`config.mk`:
```
export PLATFORM = sky130hd
export DESIGN_NAME = adc_config_register_port
export DESIGN_NICKNAME = d
export VERILOG_FILES = /design/src/hw/adc_cfg_pkg.sv /design/src/hw/output_driver.sv /design/src/hw/adc_config_register_port.sv
export SDC_FILE = /design/constraint.sdc
export NUM_CORES = 1
export LEC_CHECK = 0
export BUFFER_PORTS_ARGS = -buffer_cell sky130_fd_sc_hd__buf_2
export CAP_MARGIN = 20
export CORE_MARGIN = 5
export CORE_UTILIZATION = 51
export DETAILED_ROUTE_END_ITERATION = 8
export PLACE_DENSITY = 0.82
export SETUP_SLACK_MARGIN = 0.05
export SLEW_MARGIN = 20
export SYNTH_ARGS = -nofsm -noshare
export SYNTH_HDL_FRONTEND = slang
export SYNTH_SLANG_ARGS = --single-unit
export TNS_END_PERCENT = 50
```
`constraint.sdc`:
```
create_clock -name clk_sys_i -period 3.2 [get_ports clk_sys_i]
set_input_delay 0.32 -clock clk_sys_i [delete_from_list [all_inputs] [get_ports clk_sys_i]]
set_output_delay 0.32 -clock clk_sys_i [all_outputs]
set_load 0.05 [all_outputs]
```
`src/hw/adc_cfg_pkg.sv`:
```
// Package with register map, field layout, reset values and carrier types of the converter configuration port.
package adc_cfg_pkg;
    // --------------------------------------------------------------------
    // Register select codes on the two upper bus lines
    // --------------------------------------------------------------------
    localparam logic [1:0] SEL_CLAMP_CODE_LOW = 2'h0;
    localparam logic [1:0] SEL_CLAMP_CODE_HIGH = 2'h1;
    localparam logic [1:0] SEL_CONVERTER_CONTROL = 2'h2;
    localparam logic [1:0] SEL_RESERVED_LOCATION = 2'h3;
    // --------------------------------------------------------------------
    // Bus layout and field positions
    // --------------------------------------------------------------------
    localparam int BUS_W = 10;
    localparam int SEL_LSB = 8;
    localparam int GAIN_LSB = 0;
    localparam int GAIN_MSB = 2;
    localparam int POWER_OFF_BIT = 3;
    localparam int CLAMP_SOURCE_BIT = 4;
    localparam int SIGNED_FORMAT_BIT = 5;
    localparam int BIAS_DISABLE_BIT = 6;
    localparam logic [7:0] HIGH_USED_MASK = 8'h03;
    localparam logic [7:0] CONTROL_USED_MASK = 8'h7F;
    localparam logic [9:0] SIGN_FLIP = 10'h200;
    // --------------------------------------------------------------------
    // Reset values
    // --------------------------------------------------------------------
    localparam logic [7:0] CLAMP_CODE_LOW_RST = 8'h00;
    localparam logic [7:0] CLAMP_CODE_HIGH_RST = 8'h00;
    localparam logic [7:0] CONVERTER_CONTROL_RST = 8'h01;
    // --------------------------------------------------------------------
    // Carrier types
    // --------------------------------------------------------------------
    typedef struct packed {
        logic [2:0] gain_code;
        logic power_off_request;
        logic clamp_source_select;
        logic signed_format_select;
        logic bias_output_disable;
        logic [9:0] clamp_code;
    } cfg_t;

    typedef struct packed {
        logic [9:0] data;
        logic range_flag;
    } sample_t;
endpackage

```
`src/hw/output_driver.sv`:
```
// Output stage that formats a conversion result and drives the shared bus.
`timescale 1ns/1ps
module output_driver (
    input wire logic clk_sys_i,
    input wire logic rst_i,
    input wire logic out_disable_i,
    input wire logic signed_format_i,
    input wire adc_cfg_pkg::sample_t sample_i,
    output logic [9:0] bus_o,
    output logic bus_oe_o,
    output logic range_flag_o,
    output logic range_flag_oe_o
);
    typedef struct packed {
        logic [9:0] bus;
        logic range_flag;
    } drv_state_t;

    drv_state_t state_ff;
    drv_state_t nxt_state;

    always_comb begin
        nxt_state = state_ff;
        // Two's complement of an offset-binary result is the MSB inverted.
        nxt_state.bus = signed_format_i ? (sample_i.data ^ adc_cfg_pkg::SIGN_FLIP) : sample_i.data;
        nxt_state.range_flag = sample_i.range_flag;
    end

    always_ff @(posedge clk_sys_i) begin
        if (rst_i) begin
            state_ff <= '0;
        end else begin
            state_ff <= nxt_state;
        end
    end

    assign bus_o = state_ff.bus;
    assign range_flag_o = state_ff.range_flag;
    // Enables follow the pin directly so the bus turns round without a cycle of contention.
    assign bus_oe_o = ~out_disable_i;
    assign range_flag_oe_o = ~out_disable_i;

    property p_oe_follows;
        @(posedge clk_sys_i) disable iff (rst_i) bus_oe_o == !out_disable_i && range_flag_oe_o == bus_oe_o;
    endproperty
    a_oe_follows: assert property (p_oe_follows) else $error("output enable does not follow disable pin");

    property p_format;
        @(posedge clk_sys_i) disable iff (rst_i)
            1'b1 |=> bus_o == ($past(signed_format_i) ? ($past(sample_i.data) ^ adc_cfg_pkg::SIGN_FLIP)
            : $past(sample_i.data));
    endproperty
    a_format: assert property (p_format) else $error("output data format wrong");
endmodule

```
`src/hw/adc_config_register_port.sv`:
```
// Configuration register bank and clamp control of the 10-bit video converter.
`timescale 1ns/1ps
module adc_config_register_port (
    input wire logic clk_sys_i,
    input wire logic rst_i,
    input wire logic out_disable_i,
    input wire logic write_strobe_i,
    input wire logic [9:0] bus_i,
    output logic [9:0] bus_o,
    output logic bus_oe_o,
    output logic range_flag_o,
    output logic range_flag_oe_o,
    input wire logic clamp_i,
    input wire adc_cfg_pkg::sample_t sample_i,
    output adc_cfg_pkg::cfg_t cfg_o,
    output logic clamp_engage_o,
    output logic clamp_from_dac_o,
    output logic bias_output_pin_enable_o
);
    // --------------------------------------------------------------------
    // State
    // --------------------------------------------------------------------
    typedef struct packed {
        logic strobe_d;
        logic [9:0] bus_d;
        logic [7:0] clamp_code_low;
        logic [7:0] clamp_code_high;
        logic [7:0] converter_control;
        logic clamp_engage;
    } port_state_t;

    port_state_t state_ff;
    port_state_t nxt_state;

    function automatic logic is_select(input logic [9:0] bus, input logic [1:0] sel);
        is_select = bus[9:adc_cfg_pkg::SEL_LSB] == sel;
    endfunction

    // --------------------------------------------------------------------
    // Write decode
    // --------------------------------------------------------------------
    // Data is latched on the falling edge of the strobe, using the bus value
    // seen while the strobe was still high, so the host may change the bus
    // in the same cycle it drops the strobe.
    logic write_fire;
    assign write_fire = state_ff.strobe_d && !write_strobe_i && out_disable_i;

    always_comb begin
        nxt_state = state_ff;
        nxt_state.strobe_d = write_strobe_i;
        if (write_strobe_i) begin
            nxt_state.bus_d = bus_i;
        end
        if (write_fire) begin
            if (is_select(state_ff.bus_d, adc_cfg_pkg::SEL_CLAMP_CODE_LOW)) begin
                nxt_state.clamp_code_low = state_ff.bus_d[7:0];
            end else if (is_select(state_ff.bus_d, adc_cfg_pkg::SEL_CLAMP_CODE_HIGH)) begin
                nxt_state.clamp_code_high = state_ff.bus_d[7:0] & adc_cfg_pkg::HIGH_USED_MASK;
            end else if (is_select(state_ff.bus_d, adc_cfg_pkg::SEL_CONVERTER_CONTROL)) begin
                nxt_state.converter_control = state_ff.bus_d[7:0] & adc_cfg_pkg::CONTROL_USED_MASK;
            end
            // The reserved location takes nothing; a stray write there is dropped.
        end
        nxt_state.clamp_engage = clamp_i;
    end

    always_ff @(posedge clk_sys_i) begin
        if (rst_i) begin
            state_ff.strobe_d <= 1'b0;
            state_ff.bus_d <= '0;
            state_ff.clamp_code_low <= adc_cfg_pkg::CLAMP_CODE_LOW_RST;
            state_ff.clamp_code_high <= adc_cfg_pkg::CLAMP_CODE_HIGH_RST;
            state_ff.converter_control <= adc_cfg_pkg::CONVERTER_CONTROL_RST;
            state_ff.clamp_engage <= 1'b0;
        end else begin
            state_ff <= nxt_state;
        end
    end

    // --------------------------------------------------------------------
    // Configuration outputs
    // --------------------------------------------------------------------
    always_comb begin
        cfg_o.gain_code = state_ff.converter_control[adc_cfg_pkg::GAIN_MSB:adc_cfg_pkg::GAIN_LSB];
        cfg_o.power_off_request = state_ff.converter_control[adc_cfg_pkg::POWER_OFF_BIT];
        cfg_o.clamp_source_select = state_ff.converter_control[adc_cfg_pkg::CLAMP_SOURCE_BIT];
        cfg_o.signed_format_select = state_ff.converter_control[adc_cfg_pkg::SIGNED_FORMAT_BIT];
        cfg_o.bias_output_disable = state_ff.converter_control[adc_cfg_pkg::BIAS_DISABLE_BIT];
        cfg_o.clamp_code = {state_ff.clamp_code_high[1:0], state_ff.clamp_code_low};
    end

    assign clamp_engage_o = state_ff.clamp_engage;
    assign clamp_from_dac_o = cfg_o.clamp_source_select;
    assign bias_output_pin_enable_o = ~cfg_o.bias_output_disable;

    // --------------------------------------------------------------------
    // Output stage
    // --------------------------------------------------------------------
    output_driver output_driver_i (
        .clk_sys_i(clk_sys_i),
        .rst_i(rst_i),
        .out_disable_i(out_disable_i),
        .signed_format_i(cfg_o.signed_format_select),
        .sample_i(sample_i),
        .bus_o(bus_o),
        .bus_oe_o(bus_oe_o),
        .range_flag_o(range_flag_o),
        .range_flag_oe_o(range_flag_oe_o)
    );

    // --------------------------------------------------------------------
    // Checks
    // --------------------------------------------------------------------
    // The keep and field checks decode each write once more, through the same select function,
    // so that each of those properties names the location that it guards.
    logic fire_low;
    logic fire_high;
    logic fire_ctrl;
    assign fire_low = write_fire && is_select(state_ff.bus_d, adc_cfg_pkg::SEL_CLAMP_CODE_LOW);
    assign fire_high = write_fire && is_select(state_ff.bus_d, adc_cfg_pkg::SEL_CLAMP_CODE_HIGH);
    assign fire_ctrl = write_fire && is_select(state_ff.bus_d, adc_cfg_pkg::SEL_CONVERTER_CONTROL);

    // The strobe history and the captured bus are what a write at the falling
    // edge relies on; if either slips, writes land with the wrong word.
    property p_strobe_track;
        @(posedge clk_sys_i) disable iff (rst_i) 1'b1 |=> state_ff.strobe_d == $past(write_strobe_i);
    endproperty
    a_strobe_track: assert property (p_strobe_track) else $error("strobe history lost");

    property p_capture;
        @(posedge clk_sys_i) disable iff (rst_i) write_strobe_i |=> state_ff.bus_d == $past(bus_i);
    endproperty
    a_capture: assert property (p_capture) else $error("bus not captured while strobe high");

    property p_refused_driving;
        @(posedge clk_sys_i) disable iff (rst_i)
            state_ff.strobe_d && !write_strobe_i && !out_disable_i |=> $stable(cfg_o);
    endproperty
    a_refused_driving: assert property (p_refused_driving) else $error("write taken while bus driven");

    // --------------------------------------------------------------------
    // Clamp code checks
    // --------------------------------------------------------------------
    property p_low_write;
        @(posedge clk_sys_i) disable iff (rst_i)
            write_fire && state_ff.bus_d[9:8] == 2'b00 |=> cfg_o.clamp_code[7:0] == $past(state_ff.bus_d[7:0]);
    endproperty
    a_low_write: assert property (p_low_write) else $error("low clamp write lost");

    property p_low_keeps_high;
        @(posedge clk_sys_i) disable iff (rst_i) fire_low |=> $stable(cfg_o.clamp_code[9:8]);
    endproperty
    a_low_keeps_high: assert property (p_low_keeps_high) else $error("low clamp write touched high bits");

    property p_high_write;
        @(posedge clk_sys_i) disable iff (rst_i)
            write_fire && state_ff.bus_d[9:8] == 2'b01 |=> cfg_o.clamp_code[9:8] == $past(state_ff.bus_d[1:0])
            && state_ff.clamp_code_high[7:2] == 6'h00;
    endproperty
    a_high_write: assert property (p_high_write) else $error("high clamp write wrong");

    property p_high_keeps_low;
        @(posedge clk_sys_i) disable iff (rst_i) fire_high |=> $stable(cfg_o.clamp_code[7:0]);
    endproperty
    a_high_keeps_low: assert property (p_high_keeps_low) else $error("high clamp write touched low bits");

    property p_clamp_keeps_ctrl;
        @(posedge clk_sys_i) disable iff (rst_i) fire_low || fire_high |=> $stable(state_ff.converter_control);
    endproperty
    a_clamp_keeps_ctrl: assert property (p_clamp_keeps_ctrl) else $error("clamp write touched control");

    // --------------------------------------------------------------------
    // Control register, reserved location, reset and clamp pin checks
    // --------------------------------------------------------------------
    // Each field is checked on its own, so a slip of one bit position names
    // the field that moved rather than the whole word.

    property p_ctrl_write;
        @(posedge clk_sys_i) disable iff (rst_i)
            write_fire && state_ff.bus_d[9:8] == 2'b10
            |=> state_ff.converter_control == {1'b0, $past(state_ff.bus_d[6:0])};
    endproperty
    a_ctrl_write: assert property (p_ctrl_write) else $error("control write wrong");

    property p_gain_write;
        @(posedge clk_sys_i) disable iff (rst_i)
            fire_ctrl |=> cfg_o.gain_code == $past(state_ff.bus_d[adc_cfg_pkg::GAIN_MSB:adc_cfg_pkg::GAIN_LSB]);
    endproperty
    a_gain_write: assert property (p_gain_write) else $error("gain code not taken");

    property p_power_write;
        @(posedge clk_sys_i) disable iff (rst_i)
            fire_ctrl |=> cfg_o.power_off_request == $past(state_ff.bus_d[adc_cfg_pkg::POWER_OFF_BIT]);
    endproperty
    a_power_write: assert property (p_power_write) else $error("power-down request not taken");

    property p_source_write;
        @(posedge clk_sys_i) disable iff (rst_i)
            fire_ctrl |=> cfg_o.clamp_source_select == $past(state_ff.bus_d[adc_cfg_pkg::CLAMP_SOURCE_BIT]);
    endproperty
    a_source_write: assert property (p_source_write) else $error("clamp source select not taken");

    property p_format_write;
        @(posedge clk_sys_i) disable iff (rst_i)
            fire_ctrl |=> cfg_o.signed_format_select == $past(state_ff.bus_d[adc_cfg_pkg::SIGNED_FORMAT_BIT]);
    endproperty
    a_format_write: assert property (p_format_write) else $error("output format select not taken");

    property p_bias_write;
        @(posedge clk_sys_i) disable iff (rst_i)
            fire_ctrl |=> cfg_o.bias_output_disable == $past(state_ff.bus_d[adc_cfg_pkg::BIAS_DISABLE_BIT]);
    endproperty
    a_bias_write: assert property (p_bias_write) else $error("bias disable not taken");

    property p_ctrl_keeps_clamp;
        @(posedge clk_sys_i) disable iff (rst_i) fire_ctrl |=> $stable(cfg_o.clamp_code);
    endproperty
    a_ctrl_keeps_clamp: assert property (p_ctrl_keeps_clamp) else $error("control write touched clamp code");

    property p_reserved;
        @(posedge clk_sys_i) disable iff (rst_i)
            write_fire && state_ff.bus_d[9:8] == 2'b11 |=> $stable(cfg_o);
    endproperty
    a_reserved: assert property (p_reserved) else $error("reserved write changed registers");

    property p_no_write_stable;
        @(posedge clk_sys_i) disable iff (rst_i) !write_fire |=> $stable(cfg_o);
    endproperty
    a_no_write_stable: assert property (p_no_write_stable) else $error("registers changed without write");

    property p_reset_value;
        @(posedge clk_sys_i) $fell(rst_i) |-> cfg_o.gain_code == 3'h1 && !cfg_o.power_off_request
            && !cfg_o.clamp_source_select && !cfg_o.signed_format_select && !cfg_o.bias_output_disable
            && cfg_o.clamp_code == 10'h000;
    endproperty
    a_reset_value: assert property (p_reset_value) else $error("wrong value after reset");

    // The hold check runs while reset is still high, so a field that misses
    // its reset branch is caught before the first write.
    property p_reset_hold;
        @(posedge clk_sys_i) rst_i |=> state_ff.converter_control == adc_cfg_pkg::CONVERTER_CONTROL_RST
            && state_ff.clamp_code_low == adc_cfg_pkg::CLAMP_CODE_LOW_RST
            && state_ff.clamp_code_high == adc_cfg_pkg::CLAMP_CODE_HIGH_RST && !clamp_engage_o;
    endproperty
    a_reset_hold: assert property (p_reset_hold) else $error("register left its reset value during reset");

    property p_unused_zero;
        @(posedge clk_sys_i) disable iff (rst_i)
            state_ff.clamp_code_high[7:2] == 6'h00 && !state_ff.converter_control[7];
    endproperty
    a_unused_zero: assert property (p_unused_zero) else $error("unused register bit set");

    property p_clamp;
        @(posedge clk_sys_i) disable iff (rst_i) clamp_i |=> clamp_engage_o;
    endproperty
    a_clamp: assert property (p_clamp) else $error("clamp not engaged");

    property p_unclamp;
        @(posedge clk_sys_i) disable iff (rst_i) !clamp_i |=> !clamp_engage_o;
    endproperty
    a_unclamp: assert property (p_unclamp) else $error("clamp not released");

    property p_bias;
        @(posedge clk_sys_i) disable iff (rst_i)
            bias_output_pin_enable_o != state_ff.converter_control[adc_cfg_pkg::BIAS_DISABLE_BIT]
            && clamp_from_dac_o == state_ff.converter_control[adc_cfg_pkg::CLAMP_SOURCE_BIT];
    endproperty
    a_bias: assert property (p_bias) else $error("bias or source select mismatch");

    // --------------------------------------------------------------------
    // Output stage checks
    // --------------------------------------------------------------------
    // The enables are combinational, so they are checked against the pin in
    // the same cycle; a one-cycle lag would mean bus contention on turn-round.
    property p_drivers_off;
        @(posedge clk_sys_i) disable iff (rst_i) out_disable_i |-> !bus_oe_o && !range_flag_oe_o;
    endproperty
    a_drivers_off: assert property (p_drivers_off) else $error("drivers on while output disabled");

    property p_drivers_on;
        @(posedge clk_sys_i) disable iff (rst_i) !out_disable_i |-> bus_oe_o && range_flag_oe_o;
    endproperty
    a_drivers_on: assert property (p_drivers_on) else $error("drivers off while output enabled");

    property p_range_flag;
        @(posedge clk_sys_i) disable iff (rst_i) 1'b1 |=> range_flag_o == $past(sample_i.range_flag);
    endproperty
    a_range_flag: assert property (p_range_flag) else $error("range flag not forwarded");
endmodule

```
Yosys cells after proc, flatten, opt, wreduce, memory -nomap -nowiden
Index checks and enable logic that the tools add are counted.
{"block": "classes", "n_mux": 1, "reduce_logical": 7, "eq_ne": 2, "n_bitwise": 5}
{"op": "$mux 10", "n": 1}
{"op": "$not 1->1", "n": 5}
{"op": "$reduce_and 4->1", "n": 1}
{"op": "$reduce_and 3->1", "n": 1}
{"op": "$eq 2x1->1 const B", "n": 1}
{"op": "$eq 2x2->1 const B", "n": 1}
{"op": "$logic_and 1x1->1", "n": 2}
{"op": "$logic_not 2->1", "n": 1}
{"op": "$reduce_and 2->1", "n": 1}
{"op": "$logic_not 1->1", "n": 1}
{"block": "word_totals", "word_cells": 23, "inputBits": 26, "regBits": 40}

Longest topological paths before layout
{"block": "depth", "word_depth": 4, "ltp_mapped": 4, "ltp_nobuf": 3}

Modules after synthesis
A second synthesis with hierarchy kept.
{"block": "hier_totals", "hier_cells": 151, "hier_area_um2": 1644.1}
{"mod": "adc_config_register_port", "area_per_inst_um2": 1288.7, "instances": 1, "cells_each": 125, "seq_area_each_um2": 580.6}
{"mod": "output_driver", "area_per_inst_um2": 355.3, "instances": 1, "cells_each": 26, "seq_area_each_um2": 220.2}

Worst setup path after synthesis
Ideal clock, no wire load.
{"block": "synth_timing", "path_kind": "input -> register", "start": "input write_strobe_i", "end": "register state_ff, in the netlist cfg_o[1]", "n_path_buf": 2, "slack_ns": 1.889, "stages": 4, "t_arrival_ns": 1.191, "setup_time_ns": 0.119, "t_required_ns": 3.081, "cell_sequence": "buf_6 -> or4_4 -> buf_6 -> mux2i_1"}
{"block": "synth_between", "elab_chain_len": 4}
{"item": "start: declaration", "line": "adc_config_register_port.sv:7", "source": "input wire logic write_strobe_i,"}
{"item": "$logic_not 1->1", "line": "adc_config_register_port.sv:46", "source": "assign write_fire = state_ff.strobe_d && !write_strobe_i && out_disable_i;"}
{"item": "$logic_and 1x1->1 (2 in series)", "line": "adc_config_register_port.sv:46"}
{"item": "$reduce_and 2->1 (no line)"}
{"item": "end signal: assignment", "line": "adc_config_register_port.sv:76", "source": "state_ff <= nxt_state;"}
{"item": "end: declaration", "line": "adc_config_register_port.sv:32", "source": "port_state_t state_ff;"}
No other way between the ends.
A chain may end at the register's enable or synchronous reset.

Final worst setup path
{"block": "layout_timing", "start": "register state_ff[35] (netlist name)", "end": "register state_ff, in the netlist cfg_o[14]"}
{"block": "layout_between", "elab_chain_len": 3}
{"item": "$logic_and 1x1->1 (2 in series)", "line": "adc_config_register_port.sv:46"}
{"item": "$reduce_and 4->1 (no line)"}
No other way between the ends.

==> impl_metrics.yaml <==
status:
  run_status: "complete, no violations"
setup_path:
  rr_worst_depth: 3
  critPathBufInv: 0
  crit_chain: "nand2_1 > nor4b_2 > mux2i_1"
  start_kind: "flip-flop"
  cp_top_family: "simple AND/OR/NAND/NOR gates"
  cp.required_ns: 3.47
  crit_type: "flip-flop to flip-flop"
  worst-path-max-fanout: 7
  critical-path-max-stage-delay_ns: 0.90
  critPathArrivalTime_ns: 1.95
  cp-end-kind: "flip-flop"
  crit_path_top_delay_cell: "nor4b_2"
  crit_cells: 3
clock_tree:
  clock-root-buffer: "clkbuf_4"
  clk_pin_slew_ns: 0.12
  tritoncts: "done"
  cts_hold_buf: 0
  clockBufferDepth: 2
  cts_setup_buffers: 0
  numCtsBuffers: 5
  cts_resized: 0
  cts.sinks: 40
  cts-htree-levels: 2
  clk_latency_ns: 0.34
routing:
  dr.pass1.iters: 4
  wire_per_inst_um: 12.8
  drc: 0
  vias: 1084
  routed_wirelength_mm: 3.01
  drt_iter0_markers: 27
  ant_nets: 0
  via_per_inst: 4.61
synth:
  synth_fp_nets: 178
  synth_commonest_cells: "40 x dfxtp_1, 26 x mux2i_1, 25 x nand2b_1"
  yosysTopAreaCellShare_pct: 50.6
  ys_types: 17
  synth_most_common_cell: "dfxtp_1"
  synth_warnings: 0
  ys.flop_type: "dfxtp_1"
  netlist_area_um2: 1580
  synth.avg_cell_area_um2: 10.4
  ys_ff_latch: 40
  synth_edf_count: 0
  synth_area_leaders: "dfxtp_1 51%, mux2i_1 16%, nand2b_1 9.9%, buf_4 8.5%, nor2b_1 4.7%"
  yosys.area.top_type: "dfxtp_1"
  syn_inst: 152
  synthArstFlopShare_pct: 0
  yosysSeqAreaShare_pct: 50.6
timing:
  min_period_over_period_pct: 52.6
  finalSetupTns_ns: 0
  hold_viol: 0
  rsz0062_at_grt: "false"
  tightest_slew_ns: 1.04
  skew_ns: 0.0112
  slew_violations: 0
  relSlewSlack_pct: 30.7
  setup_violations: 0
  clock.fmax_mhz: 594
  fin_crit_ns: 1.68
floorplan:
  dieArea_um2: 4320
  rows: 20
  initial_utilization_pct: 52.3
  die_w_um: 65.7
  coreArea_um2: 3030
  pin_count: 59
  dieHeight_um: 65.7
global_routing:
  grt_max_degree: 50
  first_global_vias: 1121
  antenna_found_initial: 0
  grtUsageMet3_pct: 6.32
  top_usage_layer: "met2"
  overflow: 0
  grtUsageMet2_pct: 26.5
  grt_first_pass_wirelength_mm: 4.92
  gr-usage-met1_pct: 15.4
  grt_usage_pct: 15.2
power:
  intPower_uw: 661
  p_sw_uw: 228
  swShare_pct: 25.7
  peakVddDrop_mv: 0.311
  p_comb_share_pct: 11.9
  power_frac_clock_pct: 29.4
  cellPowerDensity_nw_per_um2: 492
  p_seq_share_pct: 58.8
  power.leakage_nw: 0.852
placement:
  dp.final_hpwl_mm: 2.32
  portBuffers: 58
  routabilityCongestion: 0.691
hold_path:
  hold_path_depth: 2
  worstHoldPathType: "input pin to flip-flop"
final_layout:
  antenna_cells: 0
  nNetsFinal: 216
  drive_gt1_share_pct: 34.6
  area_growth_pct: 14.1
  final_core_util_pct: 59.7
run:
  timing.max_cap.violations: 0
[worst reg2reg max path: stages (launching register included)]
cell and delay, ns:
dfxtp_1 0.33, nand2_1 0.10, nor4b_2 0.90, mux2i_1 0.28
[power groups by stage]
| stage | logic, mW | clock network (mW) | registers, mW |
|---|---|---|---|
| final | 0.105 | 0.261 | 0.522 |
| after global routing | 0.113 | 0.296 | 0.525 |
| after CTS | 0.107 | 0.271 | 0.523 |
| after detailed placement | 0.107 | 0 | 0.534 |
| after global placement | 0.103 | 0 | 0.533 |
| after floorplan | 0.0507 | 0 | 0.561 |
[logic make-up after synthesis]
group	Yosys count	share of synthesized area (%)
xor+xnor	1	0.553
flops	40	50.6
compound gates	1	0.316
mux	26	16.4
buf+inv	29	12.2
simple gates	55	19.9
[layout make-up]
| type | count | area, um^2 |
|---|---|---|
| inverters | 2 | 7.51 |
| flip-flops and latches | 40 | 801 |
| well taps | 44 | 55.1 |
| fillers | 280 | 1220 |
| repair buffers | 58 | 290 |
| clock buffers | 8 | 58.8 |
| multi-input cells | 83 | 596 |
[layer usage]
layer | up-vias | wire length [um]
met5 | - | 0
met4 | 0 | 66
met3 | 8 | 258
met2 | 40 | 1510
met1 | 494 | 1170
li1 | 542 | -
[worst paths after layout]
check,end,slack [ns],from
worst max-delay path,cfg_o[14],1.52,state_ff[35]
worst min-delay path,output_driver_i.range_flag_o,0.19,sample_i[0]
worst max register to register,cfg_o[14],1.52,state_ff[35]
worst min register to register,cfg_o[7],0.48,state_ff[32]
[placed cells by master, fill, tap and decap left out]
cell type	count
nor2_1	12
clkbuf_4	5
clkbuf_1	2
inv_1	2
or4_4	1
nand2b_1	25
nor3_1	1
clkbuf_8	1
nor2b_1	12
nor4_1	1
nor4b_2	1
mux2i_1	26
a21oi_1	1
dfxtp_1	40
nand2_1	2
xnor2_1	1
buf_2	58
[sequential cells by signal, summed over array words and instances (netlist names)]
register / count
clamp_engage_o: 1
output_driver_i.bus_o: 10
cfg_o: 17
state_ff: 11
output_driver_i.range_flag_o: 1
[stage by stage]
step / worst slack, ns / cell area [um^2] / total power [mW] / instances / hold WS [ns]
final: 1.52 / 1810 / 0.889 / 235 / 0.188
after global routing: 1.44 / 1810 / 0.934 / 235 / 0.179
after CTS: 1.51 / 1810 / 0.900 / 235 / 0.176
after detailed placement: 1.36 / 1750 / 0.641 / 227 / 0.470
after global placement: 1.46 / 1750 / 0.636 / 227 / 0.456
after floorplan: 1.89 / 1580 / 0.612 / 152 / 0.448
Power figures use the tool's default switching activity.
